### src/design/spmc_pkg.sv
/*
 * Package for the sensor power-mode and comms control block: register
 * offsets, field positions, reset values, state codes and carriers.
 * Assumes a byte-pointer register space reached over a two-wire serial bus.
 */
package spmc_pkg;

   // ==========================================================
   // Register offsets
   localparam logic [7:0] OFS_EVENT_FLAGS   = 8'h02;
   localparam logic [7:0] OFS_REF_WAKE      = 8'h27;
   localparam logic [7:0] OFS_REF_PAD       = 8'h28;
   localparam logic [7:0] OFS_REF_GEN0      = 8'h29;
   localparam logic [7:0] OFS_REF_GEN1      = 8'h2A;
   localparam logic [7:0] OFS_REF_GEN2      = 8'h2B;
   localparam logic [7:0] OFS_POWER_CMD     = 8'h80;
   localparam logic [7:0] OFS_SYS_SETTINGS  = 8'h81;

   // ==========================================================
   // Fields of power_and_command_settings (offset 0 in [15:8])
   localparam int POS_OSC_SLOW      = 15;
   localparam int POS_WAKE_ONLY_EN  = 14;
   localparam int POS_AUTO_DISABLE  = 13;
   localparam int POS_MODE_HI       = 12;
   localparam int POS_MODE_LO       = 11;
   localparam int POS_UPD_HI        = 2 + 8;
   localparam int POS_UPD_LO        = 8;
   localparam int POS_COMMS_TUNING  = 7;
   localparam int POS_EVENT_MODE    = 6;
   localparam int POS_STREAM_FULL   = 5;
   localparam int POS_EXIT_WINDOW   = 4;
   localparam int POS_SOFT_RESET    = 2;
   localparam int POS_RETUNE        = 1;
   localparam int POS_ACK_RESET     = 0;
   localparam logic [15:0] CMD_BITS_MASK = 16'h0017;
   localparam logic [15:0] RST_POWER_CMD = 16'h0000;
   localparam logic [15:0] RST_SYS       = 16'h0000;

   // Event flag layout: reset indication is bit 15, event types in [7:0]
   localparam int POS_SHOW_RESET    = 15;
   localparam int POS_EV_POWER      = 7;
   localparam int POS_EV_PROX       = 0;
   localparam int POS_EV_TOUCH      = 1;

   // Reference weight is a fraction of 256
   localparam int REF_WEIGHT_SHIFT  = 8;

   // Manual mode codes
   localparam logic [1:0] MODE_FULL    = 2'h0;
   localparam logic [1:0] MODE_REDUCED = 2'h1;
   localparam logic [1:0] MODE_WAKE    = 2'h2;
   localparam logic [1:0] MODE_HALT    = 2'h3;

   // Serial bus address of this device
   localparam logic [6:0] DEV_ADDR = 7'h44;

   // ==========================================================
   // Types
   typedef enum logic [3:0] {
      PM_FULL    = 4'h1,
      PM_REDUCED = 4'h2,
      PM_WAKE    = 4'h4,
      PM_HALT    = 4'h8
   } spmc_pmode_e;

   typedef struct packed {
      logic        assigned;            // Channel has a reference channel
      logic [15:0] delta;               // Delta of the assigned reference channel
      logic [7:0]  weight;              // Impact weight, fraction of 256
      logic [15:0] long_term_average;                 // Channel long_term_average
   } spmc_ref_s;

   typedef struct packed {
      logic        wr;                  // Write strobe
      logic        rd;                  // Read fetch strobe
      logic [7:0]  addr;                // Register pointer
      logic [15:0] wdata;               // Offset 0 in [15:8], offset 1 in [7:0]
   } spmc_req_s;

endpackage

### src/design/spmc_ctrl.sv
/*
 * Power-mode state machine, comms window control, command bits and
 * reference-channel delta registers of the sensing controller.
 * Assumes the front end pulses sample_done at each sample boundary and
 * pulses event_in bits as events are detected.
 */
// Behaviour
// - Subtract reference delta from assigned channel average
// - Reference delta is reference delta times weight
// - Reference delta reads zero when unassigned
// - Oscillator bit: clear fast clock, set slow
// - Auto switching without wake-only: full and reduced
// - Wake-only enable adds reduced to wake-only step
// - Wake-only mode senses wake channel, others slowly
// - Auto switching steps down after idle window
// - Manual mode field selects full, reduced, wake, halt
// - Slow refresh every 2 to 255 wake samples
// - Streaming: window after every sample on ready
// - Event mode: window only on unmasked event
// - Event windows repeat until flags read
// - Retune command pulses the tuning request for one cycle
// - Soft reset restores every register default except the reference deltas
// - Acknowledge command clears reset indication flag
// - Comms-tuning bit allows streaming during tuning
// - Advanced bit: streaming in full, events otherwise
// - Exit bit ends current comms window
// - Reduced mode samples all channels, fixed period
// - Masked events set no flag, no window
// - Flags stay set until flag register read
module spmc_ctrl
   import spmc_pkg::*;
(
   input  wire logic        clk_sys,       // System clock, 100 MHz
   input  wire logic        rst,           // Asynchronous reset, active high
   input  wire logic        scl_in,        // Serial clock pin level
   input  wire logic        sda_in,        // Serial data pin level
   output logic             sda_out,       // Serial data drive value
   output logic             sda_oe,        // Serial data drive enable
   output logic             ready_n,       // Ready line, low while window open
   input  wire logic        sample_done,   // Sample boundary pulse
   input  wire logic [7:0]  event_in,      // Event type pulses
   input  wire logic        tuning_busy,   // Tuning procedure running
   input  wire logic [7:0]  idle_samples,  // Idle samples before step down
   input  spmc_ref_s [4:0]  ref_in,        // Reference inputs per channel
   output logic [4:0][15:0] lta_adj,       // Averages after reference removal
   output logic             osc_slow,      // Main oscillator slow select
   output spmc_pmode_e      pmode,         // Current power mode
   output logic             sense_wake,    // Sense wake channel this sample
   output logic             sense_all,     // Sense all active channels
   output logic             retune_req,    // Tuning request pulse
   output logic             comm_window    // Sensing paused for comms
);

   // ==========================================================
   // Refresh period of the wake-only mode
   function automatic logic [7:0] upd_period(input logic [2:0] code);
      upd_period = (code == 3'h7) ? 8'hFF : 8'(9'h002 << code);
   endfunction

   // Scaled reference delta
   function automatic logic [15:0] ref_scale(input logic [15:0] d, input logic [7:0] w);
      logic [23:0] p;
      p = d * w;
      ref_scale = p[REF_WEIGHT_SHIFT +: 16];
   endfunction

   spmc_req_s        req;
   logic [15:0]      rd_data;
   logic             bus_stop;
   logic [15:0]      pset_r, sys_r;
   logic [7:0]       flags_r;
   logic             show_reset_r, srst_r, win_r, refresh_r;
   logic [7:0]       idle_r, ulp_r;
   logic [4:0][15:0] ref_r, lta_r;
   spmc_pmode_e      st_r, st_nxt;

   // ==========================================================
   // Serial bus slave
   spmc_serial_slave u_slave (
      .clk_sys  (clk_sys),
      .rst      (rst),
      .scl_in   (scl_in),
      .sda_in   (sda_in),
      .sda_out  (sda_out),
      .sda_oe   (sda_oe),
      .req      (req),
      .rd_data  (rd_data),
      .bus_stop (bus_stop)
   );

   // ==========================================================
   // Write decode and command pulses
   wire wr_pset  = req.wr & (req.addr == OFS_POWER_CMD);
   wire wr_sys   = req.wr & (req.addr == OFS_SYS_SETTINGS);
   wire cmd_srst = wr_pset & req.wdata[POS_SOFT_RESET];
   wire cmd_ack  = wr_pset & req.wdata[POS_ACK_RESET];
   wire cmd_exit = wr_pset & req.wdata[POS_EXIT_WINDOW];
   wire cmd_tune = wr_pset & req.wdata[POS_RETUNE];
   wire rd_flags = req.rd & (req.addr == OFS_EVENT_FLAGS);

   // Settings fields
   wire       auto_on   = ~pset_r[POS_AUTO_DISABLE];
   wire       wake_en   = pset_r[POS_WAKE_ONLY_EN];
   wire [1:0] mode_sel  = pset_r[POS_MODE_HI:POS_MODE_LO];
   wire [2:0] upd_code  = pset_r[POS_UPD_HI:POS_UPD_LO];
   wire       ev_mode   = pset_r[POS_EVENT_MODE];
   wire       tune_com  = pset_r[POS_COMMS_TUNING];
   wire       strm_full = pset_r[POS_STREAM_FULL];
   wire [7:0] ev_mask   = sys_r[7:0];

   // ==========================================================
   // Register read mux
   always_comb begin
      case (req.addr)
         OFS_EVENT_FLAGS:  rd_data = {show_reset_r, 7'h00, flags_r};
         OFS_REF_WAKE:     rd_data = ref_r[0];
         OFS_REF_PAD:      rd_data = ref_r[1];
         OFS_REF_GEN0:     rd_data = ref_r[2];
         OFS_REF_GEN1:     rd_data = ref_r[3];
         OFS_REF_GEN2:     rd_data = ref_r[4];
         OFS_POWER_CMD:    rd_data = pset_r;
         OFS_SYS_SETTINGS: rd_data = sys_r;
         default:          rd_data = 16'h0000;
      endcase
   end

   // ==========================================================
   // Settings registers; command bits are not stored
   always_ff @(posedge clk_sys or posedge rst) begin
      if (rst) begin
         pset_r <= RST_POWER_CMD;
         sys_r  <= RST_SYS;
         srst_r <= 1'b0;
      end else begin
         srst_r <= cmd_srst;
         if (srst_r) begin
            pset_r <= RST_POWER_CMD;
            sys_r  <= RST_SYS;
         end else begin
            if (wr_pset) begin
               pset_r <= req.wdata & ~CMD_BITS_MASK;
            end
            if (wr_sys) begin
               sys_r <= req.wdata;
            end
         end
      end
   end

   // Retune request pulse, cleared the next cycle
   always_ff @(posedge clk_sys or posedge rst) begin
      if (rst) begin
         retune_req <= 1'b0;
      end else begin
         retune_req <= cmd_tune & ~srst_r;
      end
   end

   assign osc_slow = pset_r[POS_OSC_SLOW];

   // ==========================================================
   // Power mode next-state
   wire user_ev  = event_in[POS_EV_PROX] | event_in[POS_EV_TOUCH];
   wire idle_hit = (idle_r >= idle_samples);

   always_comb begin
      st_nxt = st_r;
      if (!auto_on) begin
         case (mode_sel)
            MODE_FULL:    st_nxt = PM_FULL;
            MODE_REDUCED: st_nxt = PM_REDUCED;
            MODE_WAKE:    st_nxt = PM_WAKE;
            default:      st_nxt = PM_HALT;
         endcase
      end else if (user_ev) begin
         st_nxt = PM_FULL;
      end else if (idle_hit) begin
         case (st_r)
            PM_FULL:    st_nxt = PM_REDUCED;
            PM_REDUCED: st_nxt = wake_en ? PM_WAKE : PM_REDUCED;
            PM_WAKE:    st_nxt = wake_en ? PM_WAKE : PM_REDUCED;
            PM_HALT:    st_nxt = PM_FULL;
            default:    st_nxt = PM_FULL;
         endcase
      end
   end

   wire mode_chg = sample_done & (st_nxt != st_r);

   // State register, moves on a sample boundary, or to full on soft reset
   always_ff @(posedge clk_sys or posedge rst) begin
      if (rst) begin
         st_r <= PM_FULL;
      end else if (srst_r) begin
         st_r <= PM_FULL;
      end else if (sample_done) begin
         st_r <= st_nxt;
      end
   end

   // Idle sample counter for auto stepping
   always_ff @(posedge clk_sys or posedge rst) begin
      if (rst) begin
         idle_r <= 8'h00;
      end else if (srst_r || user_ev || mode_chg) begin
         idle_r <= 8'h00;
      end else if (sample_done && idle_r != 8'hFF) begin
         idle_r <= idle_r + 8'h01;
      end
   end

   // ==========================================================
   // Wake-only slow refresh counter
   wire ulp_last = (ulp_r + 8'h01 >= upd_period(upd_code));

   always_ff @(posedge clk_sys or posedge rst) begin
      if (rst) begin
         ulp_r     <= 8'h00;
         refresh_r <= 1'b0;
      end else if (srst_r || st_r != PM_WAKE) begin
         ulp_r     <= 8'h00;
         refresh_r <= 1'b0;
      end else if (sample_done) begin
         refresh_r <= ulp_last & (st_nxt == PM_WAKE);
         ulp_r     <= ulp_last ? 8'h00 : ulp_r + 8'h01;
      end
   end

   // Channel sensing selection
   assign pmode      = st_r;
   assign sense_wake = (st_r != PM_HALT);
   assign sense_all  = (st_r == PM_FULL) | (st_r == PM_REDUCED) | refresh_r;

   // ==========================================================
   // Event flags and reset indication
   wire [7:0] ev_raw = event_in | {mode_chg, 7'h00};
   wire [7:0] ev_new = ev_raw & ~ev_mask;

   always_ff @(posedge clk_sys or posedge rst) begin
      if (rst) begin
         flags_r      <= 8'h00;
         show_reset_r <= 1'b1;
      end else if (srst_r) begin
         flags_r      <= 8'h00;
         show_reset_r <= 1'b1;
      end else begin
         flags_r <= (rd_flags ? 8'h00 : flags_r) | ev_new;
         if (cmd_ack) begin
            show_reset_r <= 1'b0;
         end
      end
   end

   // ==========================================================
   // Communication window
   wire stream  = ~ev_mode | (strm_full & st_r == PM_FULL);
   wire blocked = tuning_busy & ~tune_com;
   wire pending = (flags_r != 8'h00) | (ev_new != 8'h00);
   wire open_w  = sample_done & ~blocked & (stream | pending);

   always_ff @(posedge clk_sys or posedge rst) begin
      if (rst) begin
         win_r <= 1'b0;
      end else if (srst_r || cmd_exit || bus_stop) begin
         win_r <= 1'b0;
      end else if (open_w) begin
         win_r <= 1'b1;
      end
   end

   assign ready_n     = ~win_r;
   assign comm_window = win_r;

   // ==========================================================
   // Reference deltas and adjusted averages
   always_ff @(posedge clk_sys or posedge rst) begin
      if (rst) begin
         ref_r <= '0;
         lta_r <= '0;
      end else begin
         for (int i = 0; i < 5; i++) begin
            if (ref_in[i].assigned) begin
               ref_r[i] <= ref_scale(ref_in[i].delta, ref_in[i].weight);
               lta_r[i] <= ref_in[i].long_term_average - ref_scale(ref_in[i].delta,
                                                     ref_in[i].weight);
            end else begin
               ref_r[i] <= 16'h0000;
               lta_r[i] <= ref_in[i].long_term_average;
            end
         end
      end
   end

   assign lta_adj = lta_r;

endmodule

### src/design/spmc_serial_slave.sv
/*
 * Two-wire serial slave: pointer byte, then 16-bit registers as two bytes
 * (offset 0 first), pointer steps after each pair.
 * Assumes scl and sda inputs are synchronous to clk_sys.
 */
module spmc_serial_slave
   import spmc_pkg::*;
(
   input  wire logic        clk_sys,    // System clock
   input  wire logic        rst,        // Asynchronous reset
   input  wire logic        scl_in,     // Serial clock level
   input  wire logic        sda_in,     // Serial data level
   output logic             sda_out,    // Serial data drive value
   output logic             sda_oe,     // Serial data drive enable
   output spmc_req_s        req,        // Register request
   input  wire logic [15:0] rd_data,    // Register read data for req.addr
   output logic             bus_stop    // Stop condition seen
);

   typedef enum logic [4:0] {
      SS_IDLE = 5'h01,
      SS_ADDR = 5'h02,
      SS_PTR  = 5'h04,
      SS_WR   = 5'h08,
      SS_RD   = 5'h10
   } spmc_ss_e;

   spmc_ss_e    st_r;
   logic        scl_q_r, sda_q_r, byte_r, mack_r, oe_r, wr_r;
   logic [3:0]  bit_r;
   logic [7:0]  sh_r, tx_r, ptr_r, hold_r;
   logic [15:0] rbuf_r, wdat_r;

   // ==========================================================
   // Bus condition decode
   wire scl_rise = scl_in & ~scl_q_r;
   wire scl_fall = ~scl_in & scl_q_r;
   wire start_c  = scl_in & scl_q_r & sda_q_r & ~sda_in;
   wire stop_c   = scl_in & scl_q_r & ~sda_q_r & sda_in;
   wire last_bit = scl_fall & (bit_r == 4'h7);
   wire ack_end  = scl_fall & (bit_r == 4'h8);
   wire fetch    = ack_end & (st_r == SS_RD) & mack_r & ~byte_r;

   assign sda_out  = tx_r[7];
   assign sda_oe   = oe_r;
   assign bus_stop = stop_c;
   assign req      = '{wr: wr_r, rd: fetch, addr: ptr_r, wdata: wdat_r};

   // Line history
   always_ff @(posedge clk_sys or posedge rst) begin
      if (rst) begin
         scl_q_r <= 1'b1;
         sda_q_r <= 1'b1;
      end else begin
         scl_q_r <= scl_in;
         sda_q_r <= sda_in;
      end
   end

   // Byte engine
   always_ff @(posedge clk_sys or posedge rst) begin
      if (rst) begin
         st_r   <= SS_IDLE;
         bit_r  <= 4'h0;
         sh_r   <= 8'h00;
         tx_r   <= 8'hFF;
         ptr_r  <= 8'h00;
         hold_r <= 8'h00;
         rbuf_r <= 16'h0000;
         wdat_r <= 16'h0000;
         byte_r <= 1'b0;
         mack_r <= 1'b0;
         oe_r   <= 1'b0;
         wr_r   <= 1'b0;
      end else begin
         wr_r <= 1'b0;
         if (start_c) begin
            st_r  <= SS_ADDR;
            bit_r <= 4'hF;  // Start's scl fall wraps it to 0
            oe_r  <= 1'b0;
         end else if (stop_c) begin
            st_r <= SS_IDLE;
            oe_r <= 1'b0;
         end else if (st_r != SS_IDLE) begin
            if (scl_rise && bit_r < 4'h8) begin
               sh_r <= {sh_r[6:0], sda_in};
            end
            if (scl_rise && bit_r == 4'h8 && st_r == SS_RD) begin
               mack_r <= ~sda_in;
            end
            if (last_bit) begin
               bit_r <= 4'h8;
               tx_r  <= 8'h00;
               oe_r  <= (st_r != SS_RD);
               case (st_r)
                  SS_ADDR: begin
                     if (sh_r[7:1] != DEV_ADDR) begin
                        st_r <= SS_IDLE;
                        oe_r <= 1'b0;
                     end else if (sh_r[0]) begin
                        st_r   <= SS_RD;
                        byte_r <= 1'b0;
                        mack_r <= 1'b1;
                     end else begin
                        st_r <= SS_PTR;
                     end
                  end
                  SS_PTR: begin
                     ptr_r  <= sh_r;
                     byte_r <= 1'b0;
                     st_r   <= SS_WR;
                  end
                  SS_WR: begin
                     byte_r <= ~byte_r;
                     hold_r <= sh_r;
                     if (byte_r) begin
                        wdat_r <= {hold_r, sh_r};
                        wr_r   <= 1'b1;
                     end
                  end
                  SS_RD: begin
                     byte_r <= ~byte_r;
                     tx_r   <= 8'hFF;
                  end
                  default: st_r <= SS_IDLE;
               endcase
            end else if (ack_end) begin
               bit_r <= 4'h0;
               oe_r  <= 1'b0;
               if (st_r == SS_RD) begin
                  oe_r <= mack_r;
                  if (!mack_r) begin
                     st_r <= SS_IDLE;
                  end else if (!byte_r) begin
                     tx_r   <= rd_data[15:8];
                     rbuf_r <= rd_data;
                  end else begin
                     tx_r <= rbuf_r[7:0];
                  end
               end
            end else if (scl_fall) begin
               bit_r <= bit_r + 4'h1;
               tx_r  <= {tx_r[6:0], 1'b1};
            end
            // Pointer steps once a full register has moved
            if (wr_r || (last_bit && st_r == SS_RD && byte_r)) begin
               ptr_r <= ptr_r + 8'h01;
            end
         end
      end
   end

endmodule

### config.mk
export PLATFORM = sky130hd
export DESIGN_NAME = spmc_ctrl
export DESIGN_NICKNAME = d
export VERILOG_FILES = /design/src/design/spmc_pkg.sv /design/src/design/spmc_ctrl.sv /design/src/design/spmc_serial_slave.sv
export SDC_FILE = /design/constraint.sdc
export NUM_CORES = 2
export LEC_CHECK = 0
export BUFFER_PORTS_ARGS = -buffer_cell sky130_fd_sc_hd__clkbuf_2
export CAP_MARGIN = 15
export CORE_UTILIZATION = 61
export DETAILED_ROUTE_END_ITERATION = 10
export PLACE_DENSITY = 0.81
export SYNTH_ARGS = -nofsm -noshare
export SYNTH_HDL_FRONTEND = slang
export SYNTH_SLANG_ARGS = --single-unit
### constraint.sdc
create_clock -name clk_sys -period 22.9 [get_ports clk_sys]
set_input_delay 1.145 -clock clk_sys [delete_from_list [all_inputs] [get_ports clk_sys]]
set_output_delay 1.145 -clock clk_sys [all_outputs]
set_load 0.05 [all_outputs]
**Word-level counts from Yosys, hierarchy flattened**

Index checks and enable logic that the tools add are counted.

- Output and inout port bits: 92
- Logic and storage cells: 266
- Flip-flop bits (word level): 296

- Bitwise gates (word level): 49
- $add $sub $neg: 9
- Shift-type cells: 1
- Equality and inequality tests: 35
- Order comparisons: 3
- $mul: 5
- Muxes and demuxes: 85
- Reductions and logical operators: 44

Operator list:

| kind | count |
|---|---|
| 16-bit 2-to-1 mux | 14 |
| 8-bit 2-to-1 mux | 18 |
| 16-bit case mux with 8 select lines | 1 |
| 16-bit by 8-bit multiplier with 24-bit output | 5 |
| 16-bit subtractor | 5 |
| 5-bit 2-to-1 mux | 9 |
| 4-bit 2-to-1 mux | 11 |
| 8-bit by 6-bit equality test with 1-bit output (second input constant) | 5 |
| 1-bit 2-to-1 mux | 27 |
| 1-bit AND | 26 |
| 8-bit by 1-bit adder with 8-bit output (second input constant) | 3 |
| 2-bit nonzero test | 10 |
| 8-bit equality test (second input constant) | 2 |
| 8-bit >= comparator | 2 |
| 8-bit OR | 2 |
| 8-bit nonzero test | 2 |
| 5-bit case mux with 3 select lines | 1 |
| 5-bit AND reduction | 3 |
| 1-bit inverter | 13 |
| 4-bit by 3-bit equality test with 1-bit output (second input constant) | 3 |
| 4-bit case mux with 3 select lines | 1 |
| 6-bit AND reduction | 2 |
| 4-bit nonzero test | 3 |
| 3-bit nonzero test | 3 |
| other kinds (40) | 60 |

**Depth between registers and ports, before layout**

- Word-level depth: 16
- Gate-level depth with buffers: 31

**Modules after synthesis**

A second synthesis with hierarchy kept.

- Cells, all modules: 3653
- Area total of the unflattened synthesis: 34410.5 um^2

Modules (own cells, without submodules):

| module | cells each | seq. area each (um^2) | times used | area an instance (um^2) |
|---|---|---|---|---|
| spmc_ctrl | 3339 | 5532.8 | 1 | 30888.4 |
| spmc_serial_slave | 314 | 1790.5 | 1 | 3522.1 |

**Least setup slack after synthesis**

No wires, ideal clock.

- Path kind: input to register
- From: in ref_in[182] (netlist bit)
- To: reg lta_r (netlist bit lta_adj[79])
- Stages on the path: 26
- Required time: 22.820 ns
- Setup slack: 15.707 ns
- Library setup time: 0.080 ns
- Data arrival time: 7.114 ns
- Path through: clkbuf_1 and2_1 fa_1 fa_1 inv_1 fa_1 inv_1 fa_1 ha_1 o21a_2 o211a_1 a221o_2 a21oi_4 nor2_1 o21a_1 or2_2 ha_1 or3_1 o211ai_1 a31oi_1 a31oi_1 o21ai_0 nand3_1 nor3_2 nor4_2 xnor2_1

- Cells in the longest elaborated chain, start to end: 3

RTL lines:

| element | RTL line | text |
|---|---|---|
| from (decl) | spmc_ctrl.sv:44 | `input spmc_ref_s [4:0] ref_in,` |
| 16-bit by 8-bit multiplier with 24-bit output | spmc_ctrl.sv:63 | `p = d * w;` |
| 16-bit subtractor | spmc_ctrl.sv:284 | `lta_r[i] <= ref_in[i].long_term_average - ref_scale(ref_in[i].delta,` |
| 16-bit 2-to-1 mux | spmc_ctrl.sv:282 | `if (ref_in[i].assigned) begin` |
| to (signal, indexed assignment) | spmc_ctrl.sv:284 |  |
| to (signal, indexed assignment) | spmc_ctrl.sv:288 | `lta_r[i] <= ref_in[i].long_term_average;` |
| to (decl) | spmc_ctrl.sv:74 | `logic [4:0][15:0] ref_r, lta_r;` |

Every way passes these cells.
A chain may end at the register's enable or synchronous reset.

**Final worst setup path**

- From: in ref_in[141] (netlist bit)
- To: reg lta_r (netlist bit lta_adj[62])

Same word-level chain as after synthesis.

==> impl_metrics.py <==
metrics = {
    "logic_synthesis": {
        "synthTopCellsByArea": "fa_1, dfrtp_1, ha_1",
        "synth_enable_flop_cells": 0,
        "syn_area_um2": 34100,
        "yosysTopAreaCellShare_pct": 24.7,
        "ys_async_sr_fraction_pct": 100,
        "ys_seq_area_share_pct": 21.5,
        "synth_nets": 4599,
        "synth_ff_type": "dfrtp_1",
        "synth.distinct_cells": 86,
        "syn_avg_cell_area_um2": 9.33,
        "netlist_instances": 3648,
        "yosysWarningCount": 0,
        "synth_area_leader_cell": "fa_1",
        "ys_seq_elements": 292,
    },
    "hold_path": {
        "hold_path_class": "register to register",
    },
    "floorplanning": {
        "die_height_um": 238,
        "core_area_um2": 55100,
        "die-area_um2": 56800,
        "num_rows": 86,
        "initial_utilization_pct": 61.8,
        "fp.dieW_um": 238,
        "io_pins": 319,
    },
    "placed_design": {
        "place_ws_ns": 15.03,
        "port_buffers": 318,
        "gp_congestion": 0.953,
        "hpwl_um": 67700,
    },
    "drt": {
        "ant_nets": 0,
        "drt_iter0_markers": 1966,
        "drtPass1Iterations": 8,
        "via_count": 26500,
        "via_per_inst": 5.68,
        "drc_errors": 0,
        "routedWlPerCell_um": 18.0,
        "wirelength_um": 84300,
    },
    "sta": {
        "post-route-period-util_pct": 32.2,
        "max_freq_mhz": 136,
        "period_needed_ns": 7.38,
        "tns_ns": 0,
        "layout_setup_ws_ns": 15.52,
        "whs_ns": 0.485,
        "worst_pin_slew_ns": 1.19,
        "rsz0062_at_grt": "no",
        "drv_slew": 0,
        "fin_skew_ns": 0.0194,
        "setup_violations": 0,
        "slew_headroom_pct": 20.5,
        "hold_violations": 0,
    },
    "grt": {
        "antenna_found_initial": 8,
        "grt_pass1_wl_um": 138000,
        "grt_usage_pct": 30.4,
        "first_global_vias": 27000,
        "grt_overflow": 0,
        "grt_max_degree": 89,
    },
    "worst_setup_path": {
        "crit_fanout": 16,
        "worstSetupPathType": "input port to register",
        "critPathCapture": "lta_adj[62]",
        "arrival_ns": 7.80,
        "cp-end-kind": "register",
        "worstPathRequired_ns": 23.33,
        "start_kind": "input port",
        "regToRegSetupSlack_ns": 19.65,
        "crit_path_start": "ref_in[141]",
        "rr_startpoint": "u_slave.ptr_r[4]",
        "r2r_end": "u_slave.tx_r[0]",
        "reg2reg_depth": 9,
    },
    "finish": {
        "layout_common_cells": "inv_1, and2_1, fa_1, nand2_1, clkbuf_2",
        "fillers": 4484,
        "nets": 4845,
        "layout-drive-gt1-share_pct": 13.1,
        "final_common_cell": "inv_1",
        "area_growth_pct": 9.91,
    },
    "cts": {
        "cts_root_buffer": "clkbuf_16",
        "clockBufferDepth": 3,
        "clk_latency_ns": 0.54,
        "cts_resized": 0,
        "cts_buffers": 36,
        "cts_hold_buffers": 0,
        "h-tree-depth": 2,
        "clock-sinks": 292,
        "cts_tree": "yes",
        "postCtsSetupRepairBufs": 0,
        "path_clk_slew_ns": 0.06,
    },
    "run_status": {
        "status": "finished clean",
    },
    "pwr": {
        "ir_drop_mv": 0.158,
        "leakage_nw": 18.9,
        "power_density_nw_per_um2": 152,
    },
    "flow_run": {
        "maxCapViolCount": 0,
    },
}
[cell type report]
type | instances | area, µm² | share of cell area [%]
diodes | 6 | 15.0 | 0.0401
clock buffers | 49 | 1040 | 2.78
clock inverters | 15 | 171 | 0.458
inverters | 498 | 1880 | 5.01
multi-input cells | 2741 | 24400 | 65.2
flip-flops and latches | 292 | 7320 | 19.6
well taps | 748 | 936 | 2.50
repair buffers | 325 | 1640 | 4.39
[worst min path at each step]
stage	end	depth (start not counted)	slack [ns]	start
3_3_place_gp	u_slave.rbuf_r[7]	2	0.46	u_slave.rbuf_r[7]
5_1_grt	u_slave.rbuf_r[4]	1	0.52	u_slave.rbuf_r[4]
4_1_cts	u_slave.rbuf_r[7]	2	0.48	u_slave.rbuf_r[7]
2_1_floorplan	show_reset_r	2	0.44	show_reset_r
3_5_place_dp	u_slave.rbuf_r[7]	2	0.47	u_slave.rbuf_r[7]
6_report	u_slave.rbuf_r[7]	2	0.48	u_slave.rbuf_r[7]
[Yosys cell counts (7+ instances only)]
cell type	instances
fa_1	420
a222oi_1	23
nor2b_1	15
nand2_1	380
a21o_1	39
dfrtp_1	279
nand2b_1	31
and3_1	22
clkbuf_1	106
nor4_1	12
a211o_1	7
inv_1	496
xnor2_1	108
nand3b_1	9
a21oi_1	158
a31oi_1	25
a22o_1	7
o21bai_1	28
mux2_2	80
xor2_1	46
a221oi_1	9
dfstp_2	13
or2_2	13
a22oi_1	19
nor3_1	42
or3_1	12
o31ai_1	8
nand3_1	46
nand4b_1	8
o21a_1	26
o211ai_1	9
a211oi_1	14
ha_1	304
and2_1	429
o21ai_0	75
nor2_1	204
nand4_1	14
[power breakdown]
part / total [W] / leakage, nW / switching, W / internal, W
Clock: 0.000588 / 0.600 / 0.000234 / 0.000354
Sequential: 0.000787 / 3.70 / 0.0000900 / 0.000697
Combinational: 0.00430 / 14.6 / 0.00249 / 0.00181
Total: 0.00567 / 18.9 / 0.00282 / 0.00286
[flip-flops by register name, indices dropped and copies added, names as in the netlist, 4 cells and up]
signal          flops
u_slave.rbuf_r      8
lta_adj            80
u_slave.st_r        5
idle_r              8
ulp_r               8
ref_r              80
sys_r              16
flags_r             8
u_slave.tx_r        8
pset_r             12
u_slave.sh_r        8
u_slave.wdat_r     16
u_slave.hold_r      8
u_slave.ptr_r       8
pmode               4
u_slave.bit_r       4
[cells by family after synthesis]
kind of cell,count (synthesis),share of synthesized area [%]
and+or+nand+nor,1263,18.9
adders and majority gates,724,35.9
buffers and inverters,615,6.80
DFF,292,21.5
xor gates and xnor gates,154,3.96
AOI/OAI and AO/OA,515,10.2
muxes,85,2.79
[critical path: stages]
cell	delay (ns)
clkbuf_2	0.29
nand2_1	0.14
fa_1	0.54
fa_1	0.54
inv_1	0.05
fa_1	0.50
fa_1	0.42
ha_1	0.23
nor4_1	0.33
o21ai_0	0.21
a31oi_1	0.45
o21bai_1	0.16
xnor2_1	0.32
ha_1	0.35
a21o_1	0.20
a21oi_1	0.23
o21bai_1	0.10
a21oi_1	0.24
o21bai_1	0.10
a21oi_1	0.29
o211a_1	0.27
a2111oi_0	0.13
or3_1	0.32
a31o_2	0.25
[per-layer routing]
metal | vias to the layer above | share of wire [%] | track usage, %
met2 | 920 | 49 | 51.5
met1 | 13100 | 40 | 39.7
met4 | 6 | 3.2 | 9.71
met5 | - | 0.044 | 0
li1 | 12400 | - | -
met3 | 170 | 7.0 | 5.40
[stage by stage]
step	util, %	instance area (µm²)	instances	total power (W)
floorplan	-	34100	3648	0.00410
global placement	65.7	36200	4604	0.00495
detailed placement	65.7	36200	4604	0.00504
CTS	67.9	37400	4668	0.00567
global route	67.9	37400	4670	0.00619
finish	67.9	37400	4674	0.00567
Power figures use the tool's default switching activity.
